===== config.mk =====
export PLATFORM = sky130hd
export DESIGN_NAME = ntpis_host
export DESIGN_NICKNAME = d
export VERILOG_FILES = /design/src/hw/ntpis_pkg.sv /design/src/hw/ntpis_host.sv
export SDC_FILE = /design/constraint.sdc
export NUM_CORES = 1
export LEC_CHECK = 0
export BUFFER_PORTS_ARGS = -buffer_cell sky130_fd_sc_hd__buf_2
export CAP_MARGIN = 20
export CORE_ASPECT_RATIO = 0.8
export CORE_MARGIN = 2
export CORE_UTILIZATION = 58
export DETAILED_ROUTE_END_ITERATION = 10
export GPL_TIMING_DRIVEN = 0
export HOLD_SLACK_MARGIN = 0.15
export PLACE_DENSITY_LB_ADDON = 0.05
export REMOVE_ABC_BUFFERS = 1
export SLEW_MARGIN = 30
export SYNTH_ARGS = -nofsm -noshare
export SYNTH_HDL_FRONTEND = slang
export SYNTH_SLANG_ARGS = --single-unit

===== constraint.sdc =====
create_clock -name ref_clk -period 4.6 [get_ports ref_clk]
set_input_delay 0.69 -clock ref_clk [delete_from_list [all_inputs] [get_ports ref_clk]]
set_output_delay 0.69 -clock ref_clk [all_outputs]
set_load 0.005 [all_outputs]

===== src/hw/ntpis_pkg.sv =====
/*
  Constants for the host-side two-plane NAND sequencer: command codes,
  pin timing counts, identification byte layout and operation encodings.
  Assumes a 10 MHz reference clock and an 8-bit asynchronous NAND device.
*/
// Summary of operation
// - Two-plane operations use mirrored pages
// - Program rows differ only in plane bit
// - Only status or reset between 11h, 81h
// - Read: 60h plus row, twice, then 30h
// - Read same page, same block position
// - Per plane: 00h, 05h columns, E0h readout
// - Two-plane read only on two-plane programs
// - Last cache read pages use 3Fh
// - Copy-back stays inside one plane
`default_nettype none
package ntpis_pkg;
  // ==========================================================
  // Command codes
  localparam logic [7:0] CMD_READ1 = 8'h00;
  localparam logic [7:0] CMD_READ2 = 8'h30;
  localparam logic [7:0] CMD_RDCOL = 8'h05;
  localparam logic [7:0] CMD_RDCOL2 = 8'hE0;
  localparam logic [7:0] CMD_PROG1 = 8'h80;
  localparam logic [7:0] CMD_PROG2 = 8'h81;
  localparam logic [7:0] CMD_PDUMMY = 8'h11;
  localparam logic [7:0] CMD_PCONF = 8'h10;
  localparam logic [7:0] CMD_ERASE1 = 8'h60;
  localparam logic [7:0] CMD_ERASE2 = 8'hD0;
  localparam logic [7:0] CMD_CACHE_LOAD = 8'h33;
  localparam logic [7:0] CMD_CACHE_NEXT = 8'h31;
  localparam logic [7:0] CMD_CACHE_END = 8'h3F;
  localparam logic [7:0] CMD_STATUS = 8'h70;
  localparam logic [7:0] CMD_IDREAD = 8'h90;
  localparam logic [7:0] CMD_RESET = 8'hFF;
  // ==========================================================
  // Timing, at 10 MHz
  localparam int CLK_NS = 100;
  localparam int ARRAY_READ_TIME_US = 30;
  localparam int CACHE_BUSY_TIME_US = 35;
  localparam int WB_NS = 100;
  localparam int ARRAY_READ_CYC = ARRAY_READ_TIME_US * 1000 / CLK_NS;
  localparam int CACHE_BUSY_CYC = CACHE_BUSY_TIME_US * 1000 / CLK_NS;
  localparam int WB_CYC = (WB_NS + CLK_NS - 1) / CLK_NS;
  localparam int ID_BYTES = 10;
  localparam int PAGE_BYTES = 4314;
  // ==========================================================
  // Status and identification fields
  localparam int ST_FAIL_BIT = 0;
  localparam int ST_READY_BIT = 6;
  localparam int ID3_CHIPS_LSB = 0;
  localparam int ID3_LEVELS_LSB = 2;
  localparam int ID3_PAGES_LSB = 4;
  localparam int ID3_INTERLEAVE_BIT = 6;
  localparam int ID3_CACHEPROG_BIT = 7;
  localparam int ID5_PLANES_LSB = 2;
  localparam int ID5_ECC_LSB = 4;
  localparam int ID6_PROC_LSB = 0;
  localparam int ID6_EXTOUT_BIT = 6;
  localparam int ID6_DDR_BIT = 7;
  // Operation requests from the user side
  typedef enum logic [2:0] {
    NTPIS_OP_PROG2, NTPIS_OP_ERASE2, NTPIS_OP_READ2, NTPIS_OP_CACHE2,
    NTPIS_OP_STATUS, NTPIS_OP_ID, NTPIS_OP_RESET, NTPIS_OP_COPY2
  } ntpis_op_t;
endpackage
`default_nettype wire


===== src/hw/ntpis_host.sv =====
/*
  Host controller for two-plane NAND operations and ID readout.
  Assumes the device pins are synchronous to ref_clk; each strobe phase
  lasts one clock (100 ns), well over the minimum pulse widths.
*/
`timescale 1ns/100ps
`default_nettype none
module ntpis_host #(
  parameter int COUNT_W = 16
) (
  input wire logic ref_clk,
  input wire logic reset_n,
  // User side
  input wire logic op_valid,
  input wire ntpis_pkg::ntpis_op_t op_code,
  input wire logic [23:0] op_row,
  input wire logic [15:0] op_len,
  input wire logic op_last,
  output logic op_ready,
  input wire logic [7:0] wr_data,
  output logic wr_take,
  output logic [7:0] rd_data,
  output logic rd_valid,
  output logic [3:0] rd_index,
  output logic op_done,
  output logic op_fail,
  output logic [7:0] id_byte3,
  output logic [7:0] id_byte4,
  output logic [7:0] id_byte5,
  output logic [7:0] id_byte6,
  // Device pins
  output logic chip_en_n,
  output logic cmd_latch,
  output logic addr_latch,
  output logic write_strobe_n,
  output logic read_strobe_n,
  output logic [7:0] io_out,
  output logic io_oe,
  input wire logic [7:0] io_in,
  input wire logic ready_busy_n
);
  import ntpis_pkg::*;

  typedef enum {S_IDLE, S_PUT, S_GET, S_WAIT, S_DONE} ntpis_state_t;
  // One step of the pin sequence
  typedef enum logic [1:0] {K_CMD, K_ADDR, K_DATA, K_READ} ntpis_kind_t;

  ntpis_state_t state;
  ntpis_op_t op;
  logic [5:0] step;
  logic phase;
  logic [COUNT_W-1:0] cnt;
  logic [23:0] row;
  logic [15:0] len;
  logic last;
  logic [1:0] plane;
  logic wait_seen;
  logic [COUNT_W-1:0] wait_cnt;

  // ==========================================================
  // Sequence table: kind, byte, end and busy flags for each op and step
  ntpis_kind_t kind;
  logic [7:0] code;
  logic seq_end;
  logic busy_after;
  logic [23:0] row_p;

  // Plane-select bit is row bit 7 (address bit A20)
  // one row for both halves, so pages mirror
  always_comb begin
    row_p = {row[23:8], plane[0], row[6:0]};
  end

  always_comb begin
    kind = K_CMD;
    code = CMD_STATUS;
    seq_end = 1'b0;
    busy_after = 1'b0;
    case (op)
      NTPIS_OP_PROG2, NTPIS_OP_COPY2: begin
        case (step)
          6'd0: code = (plane[0]) ? CMD_PROG2 : CMD_PROG1;
          6'd1, 6'd2: begin
            kind = K_ADDR;
            code = 8'h00;
          end
          // same row, plane bit only differs
          6'd3: begin kind = K_ADDR; code = row_p[7:0]; end
          6'd4: begin kind = K_ADDR; code = row_p[15:8]; end
          6'd5: begin kind = K_ADDR; code = row_p[23:16]; end
          6'd6: kind = K_DATA;
          default: begin
            code = (plane[0]) ? CMD_PCONF : CMD_PDUMMY;
            seq_end = 1'b1;
            busy_after = 1'b1;
          end
        endcase
      end
      // two-plane erase, read and cache: 60h row twice, then D0h, 30h or 33h
      NTPIS_OP_ERASE2, NTPIS_OP_READ2, NTPIS_OP_CACHE2: begin
        case (step)
          6'd0, 6'd4: code = CMD_ERASE1;
          6'd1, 6'd5: begin kind = K_ADDR; code = row_p[7:0]; end
          6'd2, 6'd6: begin kind = K_ADDR; code = row_p[15:8]; end
          6'd3, 6'd7: begin kind = K_ADDR; code = row_p[23:16]; end
          6'd8: begin
            code = (op == NTPIS_OP_ERASE2) ? CMD_ERASE2 :
                   (op == NTPIS_OP_READ2) ? CMD_READ2 : CMD_CACHE_LOAD;
            seq_end = 1'b1;
            busy_after = 1'b1;
          end
          default: begin
            // final cached pages end with 3Fh, others 31h
            code = (last) ? CMD_CACHE_END : CMD_CACHE_NEXT;
            seq_end = 1'b1;
            busy_after = 1'b1;
          end
        endcase
      end
      NTPIS_OP_ID: begin
        case (step)
          6'd0: code = CMD_IDREAD;
          6'd1: begin kind = K_ADDR; code = 8'h00; end
          default: begin kind = K_READ; seq_end = 1'b1; end
        endcase
      end
      NTPIS_OP_RESET: begin
        code = CMD_RESET;
        seq_end = 1'b1;
        busy_after = 1'b1;
      end
      default: begin
        if (step == 6'd0) begin
          code = CMD_STATUS;
        end else begin
          kind = K_READ;
          seq_end = 1'b1;
        end
      end
    endcase
  end

  // Readout sequence for two-plane read and cache, used after busy ends
  // 00h, five addresses, 05h, two columns, E0h
  logic [7:0] rd_code;
  ntpis_kind_t rd_kind;
  always_comb begin
    rd_kind = K_ADDR;
    rd_code = 8'h00;
    case (step)
      6'd0: begin rd_kind = K_CMD; rd_code = CMD_READ1; end
      6'd3: rd_code = row_p[7:0];
      6'd4: rd_code = row_p[15:8];
      6'd5: rd_code = row_p[23:16];
      6'd6: begin rd_kind = K_CMD; rd_code = CMD_RDCOL; end
      6'd9: begin rd_kind = K_CMD; rd_code = CMD_RDCOL2; end
      6'd10: rd_kind = K_READ;
      default: rd_code = 8'h00;
    endcase
  end

  logic in_readout;
  ntpis_kind_t cur_kind;
  logic [7:0] cur_code;
  always_comb begin
    cur_kind = (in_readout) ? rd_kind : kind;
    cur_code = (in_readout) ? rd_code : code;
  end

  logic need_len;
  assign need_len = (cur_kind == K_DATA) || (cur_kind == K_READ);
  assign op_ready = (state == S_IDLE);
  assign wr_take = (state == S_PUT) && phase && (cur_kind == K_DATA);

  // ==========================================================
  // Main sequencer, two clocks per bus cycle (strobe low, high)
  always_ff @(posedge ref_clk or negedge reset_n) begin
    if (!reset_n) begin
      state <= S_IDLE;
      op <= NTPIS_OP_STATUS;
      step <= 6'd0;
      phase <= 1'b0;
      cnt <= '0;
      row <= 24'h00_0000;
      len <= 16'h0000;
      last <= 1'b0;
      plane <= 2'd0;
      in_readout <= 1'b0;
      wait_seen <= 1'b0;
      wait_cnt <= '0;
    end else begin
      case (state)
        S_IDLE: begin
          if (op_valid) begin
            op <= op_code;
            row <= op_row;
            len <= op_len;
            last <= op_last;
            step <= 6'd0;
            phase <= 1'b0;
            cnt <= '0;
            plane <= 2'd0;
            in_readout <= 1'b0;
            state <= S_PUT;
          end
        end
        S_PUT: begin
          phase <= ~phase;
          if (phase) begin
            if (need_len && cnt + 1'b1 < COUNT_W'(len) &&
                !(op == NTPIS_OP_ID && cnt + 1'b1 >= COUNT_W'(ID_BYTES))) begin
              cnt <= cnt + 1'b1;
            end else if (in_readout) begin
              cnt <= '0;
              if (rd_kind == K_READ) begin
                if (plane[0]) begin
                  state <= S_DONE;
                end else begin
                  plane <= 2'd1;
                  step <= 6'd0;
                end
              end else begin
                step <= step + 6'd1;
              end
            end else if (seq_end) begin
              cnt <= '0;
              state <= (busy_after) ? S_WAIT : S_DONE;
              wait_seen <= 1'b0;
              wait_cnt <= '0;
            end else begin
              cnt <= '0;
              if (step == 6'd3 && (op == NTPIS_OP_ERASE2 ||
                  op == NTPIS_OP_READ2 || op == NTPIS_OP_CACHE2)) begin
                plane <= 2'd1;
              end
              step <= step + 6'd1;
            end
            // ID stays on its read step for all ten bytes
            if (kind == K_READ && op == NTPIS_OP_ID) begin
              cnt <= (cnt + 1'b1 < COUNT_W'(ID_BYTES)) ? cnt + 1'b1 : cnt;
              if (cnt + 1'b1 >= COUNT_W'(ID_BYTES)) begin
                state <= S_DONE;
              end else begin
                state <= S_PUT;
              end
            end
          end
        end
        S_WAIT: begin
          // wait until busy line returns high
          wait_cnt <= wait_cnt + 1'b1;
          if (!ready_busy_n) begin
            wait_seen <= 1'b1;
          end
          if (ready_busy_n && (wait_seen || wait_cnt > COUNT_W'(WB_CYC))) begin
            if ((op == NTPIS_OP_PROG2 || op == NTPIS_OP_COPY2) &&
                !plane[0]) begin
              plane <= 2'd1;
              step <= 6'd0;
              state <= S_PUT;
            end else if (op == NTPIS_OP_CACHE2 && step == 6'd8) begin
              // Pages sit in the data registers; move them to the caches
              step <= 6'd9;
              state <= S_PUT;
            end else if (op == NTPIS_OP_READ2 || op == NTPIS_OP_CACHE2) begin
              plane <= 2'd0;
              step <= 6'd0;
              in_readout <= 1'b1;
              state <= S_PUT;
            end else begin
              op <= NTPIS_OP_STATUS;
              step <= 6'd0;
              len <= 16'h0001;
              state <= S_PUT;
            end
          end
        end
        default: begin
          state <= S_IDLE;
        end
      endcase
    end
  end

  // ==========================================================
  // Pin drive from the current step
  always_ff @(posedge ref_clk or negedge reset_n) begin
    if (!reset_n) begin
      chip_en_n <= 1'b1;
      cmd_latch <= 1'b0;
      addr_latch <= 1'b0;
      write_strobe_n <= 1'b1;
      read_strobe_n <= 1'b1;
      io_out <= 8'h00;
      io_oe <= 1'b0;
    end else begin
      chip_en_n <= !(state == S_PUT || state == S_WAIT);
      cmd_latch <= (state == S_PUT) && (cur_kind == K_CMD);
      addr_latch <= (state == S_PUT) && (cur_kind == K_ADDR);
      write_strobe_n <= !((state == S_PUT) && !phase &&
                          (cur_kind != K_READ));
      read_strobe_n <= !((state == S_PUT) && !phase &&
                         (cur_kind == K_READ));
      io_out <= (cur_kind == K_DATA) ? wr_data : cur_code;
      io_oe <= (state == S_PUT) && (cur_kind != K_READ);
    end
  end

  // ==========================================================
  // Read capture, ID fields and result
  always_ff @(posedge ref_clk or negedge reset_n) begin
    if (!reset_n) begin
      rd_data <= 8'h00;
      rd_valid <= 1'b0;
      rd_index <= 4'h0;
      op_done <= 1'b0;
      op_fail <= 1'b0;
      id_byte3 <= 8'h00;
      id_byte4 <= 8'h00;
      id_byte5 <= 8'h00;
      id_byte6 <= 8'h00;
    end else begin
      rd_valid <= (state == S_PUT) && phase && (cur_kind == K_READ);
      op_done <= (state == S_DONE);
      if ((state == S_PUT) && phase && (cur_kind == K_READ)) begin
        rd_data <= io_in;
        rd_index <= cnt[3:0];
        // ID bytes 3 to 6 kept by position
        if (op == NTPIS_OP_ID) begin
          case (cnt[3:0])
            4'd2: id_byte3 <= io_in;
            4'd3: id_byte4 <= io_in;
            4'd4: id_byte5 <= io_in;
            4'd5: id_byte6 <= io_in;
            default: id_byte3 <= id_byte3;
          endcase
        end
        if (op == NTPIS_OP_STATUS) begin
          op_fail <= io_in[ST_FAIL_BIT];
        end
      end
    end
  end

  // Strobe and drive are exclusive by design; a clash would fight the bus
  drive_excl_a: assert property (
    @(posedge ref_clk) disable iff (!reset_n)
    !(io_oe && !read_strobe_n))
    else $error("bus driven during read strobe");
  // no commands sent while device is busy
  busy_quiet_a: assert property (
    @(posedge ref_clk) disable iff (!reset_n)
    (state == S_WAIT) |-> write_strobe_n || $past(state) == S_PUT)
    else $error("strobe during busy wait");
  // a busy device keeps the host waiting
  busy_hold_a: assert property (
    @(posedge ref_clk) disable iff (!reset_n)
    (state == S_WAIT && !ready_busy_n) |=> state == S_WAIT)
    else $error("left busy wait while device busy");
  // 11h is followed by the plane-1 81h
  prog_pair_a: assert property (
    @(posedge ref_clk) disable iff (!reset_n)
    (state == S_PUT && op == NTPIS_OP_PROG2 && step == 6'd0 && plane[0])
    |-> cur_code == CMD_PROG2)
    else $error("second plane not opened with 81h");
  // the 10h confirm only ever closes the second plane
  prog_conf_a: assert property (
    @(posedge ref_clk) disable iff (!reset_n)
    (cmd_latch && !write_strobe_n && io_out == CMD_PCONF) |-> plane[0])
    else $error("10h sent for the first plane");
  // first row byte on the pins carries its half's plane bit
  row_plane_a: assert property (
    @(posedge ref_clk) disable iff (!reset_n)
    (addr_latch && !write_strobe_n && $past(step) == 6'd3 &&
     $past(op) == NTPIS_OP_PROG2) |-> io_out[7] == plane[0])
    else $error("row byte plane bit wrong");
  // cache step code follows the last-pages flag
  cache_end_a: assert property (
    @(posedge ref_clk) disable iff (!reset_n)
    (cmd_latch && !write_strobe_n &&
     (io_out == CMD_CACHE_END || io_out == CMD_CACHE_NEXT))
    |-> (io_out == CMD_CACHE_END) == last)
    else $error("wrong cache step code");
endmodule // ntpis_host
`default_nettype wire


==> flow_summary.ini, run 1 <==
[status]
status = finished, final reports clean

[drt]
final_antenna_net_count = 0
drt_iter0_drc = 649
drc_errors = 0
drt_wl_total_um = 21800
vias_per_cell = 6.29
wl_per_cell_um = 19.3
vias = 7111
firstDrtPassIters = 6

[setup_path]
worstPathArrival_ns = 3.60
crit_fanout = 16
worstSetupPathType = register to primary output
startpoint = step[0]
cp_slowest_cell = ha_1
slowest_delay_ns = 0.45
r2r-start = cnt[0]
required_ns = 3.91
cp_cell_sequence = inv_1, ha_1, or3_1, a21oi_1, o31ai_1, a32o_1, o21ai_1, nand2_1, nor2_1, buf_2
r2r_cells = 14
cp-start-kind = register
end_kind = primary output

[clock_network]
clock_latency_ns = 0.43
cts.path.max_buffers = 2
post_cts_buffers = 0
clock_sinks = 149
cts_buffers = 17
ctsRootBufferMaster = clkbuf_16
tritoncts = done
cts_max_level = 4
clk_pin_slew_worst_paths_ns = 0.06

[yosys]
synthArstFlopShare_pct = 100
synth-seq-cells = 149
yosys.area.top_type = dfrtp_1
synthTopCellsByArea = dfrtp_1 43%, mux2_2 9.5%, ha_1 3.9%
yosys_most_used_dff = dfrtp_1
synth_commonest_cells = 145 x dfrtp_1, 76 x nand2_1, 71 x mux2_2
synth_largest_type_area_fraction_pct = 43.1
syn_avg_cell_area_um2 = 10.1
synth_area_mm2 = 0.00842
synth_edf_count = 0
netlist-cell-type-count = 82
synth_most_common_cell = dfrtp_1
ys_seq_area_share_pct = 44.4
synthCells = 836
yosys_warnings = 0

[floorplan]
dieHeight_um = 112
io_pins = 127
rows = 39
die_area_mm2 = 0.0155
start_util_pct = 59.1
die_w_um = 139
fp.coreArea_mm2 = 0.0142

[timing]
fmax_mhz = 233
final.setup.tns_ns = 0
setup_viol = 0
max_slew_margin_pct = 37.9
period_share_pct = 93.3
hold_viol_final = 0
final.min_clock_period_ns = 4.29
drv_slew = 0
skew_ns = 0.00957
worst_pin_slew_ns = 0.932
rsz0062_at_grt = false
fin_ws_ns = 0.308

[layout]
seqCellArea_mm2 = 0.00373
multi_input_area_mm2 = 0.00432
final_nets = 1024
diodes = 0
drive_gt1_share_pct = 27.6
fillers = 1131
stdcell_area_mm2 = 0.00967
synthToLayoutAreaGrowth_pct = 14.9

[power_and_ir_drop]
powerDensity_mw_per_mm2 = 683
leakagePower_nw = 4.55
peakVddDrop_uv = 522

[global_route]
grt_util_met1_pct = 40.6
grt_pass1_vias = 6946
antenna_found_initial = 0
use_met3_pct = 7.27
grt_use_total_pct = 28.5
busiest_layer = met2
grt-ovfl-total = 0
grt_pass1_wl_um = 35300
grt_use_met2_pct = 42.3
grt_max_degree = 87

[place]
post-place-ws_ns = 0.309
gp_congestion = 0.968
dp_hpwl_um = 15200
placed_cell_area_mm2 = 0.00911
portBuffers = 125

[min_path]
hold_path.class = input pin to asynchronous set/reset pin

[flow_run]
drv_cap = 0
==> cell usage in the layout, fill, tap and decap left out, types with 9 or more instances in the layout <==
| cell type | synthesis | final |
|---|---|---|
| nor2_1 | 60 | 59 |
| inv_1 | 44 | 44 |
| nor3_1 | 18 | 18 |
| a22oi_1 | 11 | 11 |
| a31oi_1 | 20 | 20 |
| mux2i_1 | 22 | 22 |
| ha_1 | 26 | 26 |
| mux2_2 | 71 | 71 |
| buf_2 | 12 | 124 |
| a41oi_1 | 14 | 14 |
| nand3_1 | 19 | 19 |
| a222oi_1 | 9 | 9 |
| a21o_1 | 9 | 9 |
| nand2_1 | 76 | 75 |
| xnor2_1 | 12 | 12 |
| nand4_1 | 9 | 9 |
| clkbuf_16 | 0 | 17 |
| a21oi_1 | 48 | 47 |
| dfrtp_1 | 145 | 145 |
| o21ai_0 | 38 | 37 |
| and3_1 | 12 | 12 |
==> stage by stage <==
stage | total power [mW] | hold slack (ns) | utilization, % | std cells
floorplan | 4.23 | 0.394 | - | 789
global placement | 5.04 | 0.485 | 63.5 | 1098
detailed placement | 5.17 | 0.490 | 63.9 | 1099
CTS | 6.55 | 0.215 | 67.9 | 1131
global route | 7.03 | 0.238 | 67.9 | 1131
finish | 6.61 | 0.197 | 67.9 | 1131
==> flip-flops by register name, summed over array words and instances, names as in the netlist, 3 cells and up <==
name	flops
id_byte5	8
len	16
rd_data	8
rd_index	4
id_byte6	8
io_out	8
id_byte3	8
id_byte4	8
row	23
step	6
cnt	16
op	3
state	3
wait_cnt	16
==> worst max-delay path: cells and delay by family, from the launching register on <==
kind                       cells  cell delay [ns]
DFF                            1             0.44
AOI/OAI and AO/OA              4             1.10
buffers and inverters          2             0.25
and+or+nand+nor                3             0.93
adders and majority gates      1             0.45
==> final cells by class <==
cell class,instances,share of cell area [%]
multi-input cells,596,44.6
flip-flops and latches,149,38.6
clock inverters,12,1.22
clock buffers,20,4.62
inverters,44,1.71
well taps,184,2.38
repair buffers,126,6.86
==> cells by family (layout without fill, tap and decap cells) <==
| family | Yosys count | count (layout) | synth area share (%) |
|---|---|---|---|
| mux | 94 | 94 | 12.3 |
| buf+inv | 91 | 202 | 4.53 |
| simple gates | 252 | 252 | 15.9 |
| compound gates | 206 | 206 | 17.0 |
| flops | 149 | 149 | 44.4 |
| xor+xnor | 18 | 18 | 2.04 |
| fa+ha+maj | 26 | 26 | 3.87 |
==> per-layer routing <==
metal | share of wire [%] | vias to the layer above
met5 | 0 | -
met1 | 45 | 3487
met2 | 44 | 326
met4 | 1.9 | 0
met3 | 8.4 | 38
li1 | - | 3260
==> power by group <==
part / switching [mW] / leakage [nW] / total, mW / internal, mW
Combinational: 1.85 / 2.42 / 3.09 / 1.23
Clock: 0.584 / 0.277 / 1.35 / 0.768
Sequential: 0.435 / 1.85 / 2.17 / 1.73
==> path summary, 6_finish.rpt <==
check / endpoint / slack, ns
setup / recovery: wr_take / 0.31
max in group asynchronous: op[2] / 3.62
min in group ref_clk: io_out[2] / 0.46
hold reg to reg: id_byte3[6] / 0.50
setup reg to reg: step[0] / 0.34
hold / removal: len[3] / 0.20
==> repair_timing <==
item	CTS	global route
hold buffers	0	0
setup endpoints to repair	0	11
resized for setup	0	2
(Power assumes the default switching activity.)
==> run 2: changes to the inputs <==
Settings changed: MAX_ROUTING_LAYER from default to met4.
==> run 2 against run 1 <==
  * First-iteration DRC count up 20%
  * Cell area up 0.22%
  * Sequential share of layout area down 0.085 points
  * Clock skew up 0.0015 ns
  * Critical endpoint unchanged
==> flow_summary.ini, run 2 (synthesized netlist as in run 1, its figures left out) <==
[status]
status = finished, final reports clean

[timing]
fin_ws_ns = 0.228
hold_viol_final = 0
fmax_mhz = 229
rsz0062_at_grt = false
setup_viol = 0
final.setup.tns_ns = 0
max_slew_margin_pct = 38.8
skew_ns = 0.0111
final.min_clock_period_ns = 4.37
period_share_pct = 95.0
drv_slew = 0
worst_pin_slew_ns = 0.918

[setup_path]
crit_fanout = 16
cp-start-kind = register
worstSetupPathType = register to primary output
worstPathArrival_ns = 3.68
required_ns = 3.91
end_kind = primary output

[global_route]
antenna_found_initial = 0
grt_pass1_vias = 6900
grt_use_total_pct = 29.1
grt_max_degree = 56
grt-ovfl-total = 0
grt_pass1_wl_um = 35200

[place]
dp_hpwl_um = 15400
portBuffers = 125
gp_congestion = 0.974
placedCellCount = 1100
post-place-ws_ns = 0.363
placed_cell_area_mm2 = 0.00914

[layout]
final_nets = 1025
multi_input_area_mm2 = 0.00432
synthToLayoutAreaGrowth_pct = 15.2
drive_gt1_share_pct = 27.7
largest-register = row
largest_register_ffs = 23
final_cells = 1132
layout_commonest_cell = dfrtp_1
seqCellArea_mm2 = 0.00373
diodes = 0
fillers = 1125
stdcell_area_mm2 = 0.00969
layout_common_cells = 145 x dfrtp_1, 124 x buf_2, 75 x nand2_1, 71 x mux2_2, 59 x nor2_1

[power_and_ir_drop]
p_seq_share_pct = 33.0
leakagePower_nw = 4.55
switching_share_pct = 43.9
net-switching-power_mw = 2.88
peakVddDrop_uv = 414
p_total_mw = 6.57
pwr-share-clk_pct = 20.1
powerDensity_mw_per_mm2 = 678
p_comb_share_pct = 46.9
internal_power_mw = 3.69

[drt]
drt_wl_total_um = 21700
firstDrtPassIters = 7
drt_iter0_drc = 778
vias = 7002
drc_errors = 0
vias_per_cell = 6.19
wl_per_cell_um = 19.1
final_antenna_net_count = 0

[flow_run]
drv_cap = 0

[clock_network]
clock_sinks = 149
cts_max_level = 4
post_cts_buffers = 0
ctsRootBufferMaster = clkbuf_16
clk_pin_slew_worst_paths_ns = 0.06
tritoncts = done
clock_latency_ns = 0.43
cts.path.max_buffers = 2
cts_buffers = 17

[floorplan]
rows = 39
io_pins = 127
dieHeight_um = 112
die_w_um = 139
start_util_pct = 59.1
fp.coreArea_mm2 = 0.0142
die_area_mm2 = 0.0155

[min_path]
hold_path.class = input pin to asynchronous set/reset pin
==> run 2: cell types whose count changed in the layout (fill, tap and decap cells not counted), sizes merged <==
cell	delta
clkbuf	-1
inv	+1
clkinvlp	+1
buf	+1
bufinv	-1
==> run 2: layout make-up <==
class / count / share of cell area, %
clock buffers: 19 / 4.57
clock inverters: 13 / 1.19
inverters: 44 / 1.70
multi-input cells: 596 / 44.5
flip-flops and latches: 149 / 38.5
well taps: 184 / 2.37
repair buffers: 127 / 7.12
==> run 2: timing repair <==
action	CTS	global route
endpoints found under the hold margin	0	0
endpoints found under the setup margin	0	6
hold buffers	0	0
resized for setup	0	1
==> run 2: worst paths after layout <==
kind                              from           to  slack (ns)  cells past startpoint
setup / recovery               step[0]      wr_take        0.23                     10
hold / removal                 reset_n       len[5]        0.16                      1
setup reg to reg                cnt[0]      step[0]        0.40                     13
hold reg to reg            id_byte4[0]  id_byte4[0]        0.50                      1
max in group asynchronous      reset_n    chip_en_n        3.51                      3
min in group ref_clk        wr_data[2]    io_out[2]        0.46                      3
==> run 2: critical path: stages, from the launching register on <==
cell	delay, ns
dfrtp_1	0.44
inv_1	0.10
ha_1	0.45
or3_1	0.44
a21oi_1	0.27
o31ai_1	0.12
a32o_1	0.32
o21ai_0	0.49
nand2_1	0.27
nor2_1	0.22
buf_2	0.15
==> run 2: routing by layer <==
layer	vias up	GRT usage (%)	wire, µm
met5	-	-	0
met4	0	7.61	240
met3	21	6.54	1530
met2	260	42.7	9820
met1	3457	41.3	10100
li1	3264	-	-
==> run 2: per-stage QoR <==
| step | hold WS (ns) | util (%) |
|---|---|---|
| after CTS | 0.166 | 68.0 |
| after global placement | 0.485 | 63.5 |
| final | 0.156 | 68.0 |
| after detailed placement | 0.488 | 64.1 |
| after global routing | 0.177 | 68.0 |
| after floorplan | 0.394 | - |
==> run 2: power groups by stage <==
stage | registers [mW] | logic, mW | clock network [mW]
global placement | 2.14 | 2.90 | 0
global route | 2.23 | 3.36 | 1.40
floorplan | 2.06 | 2.16 | 0
detailed placement | 2.17 | 3.02 | 0
finish | 2.17 | 3.08 | 1.32
CTS | 2.15 | 3.04 | 1.34
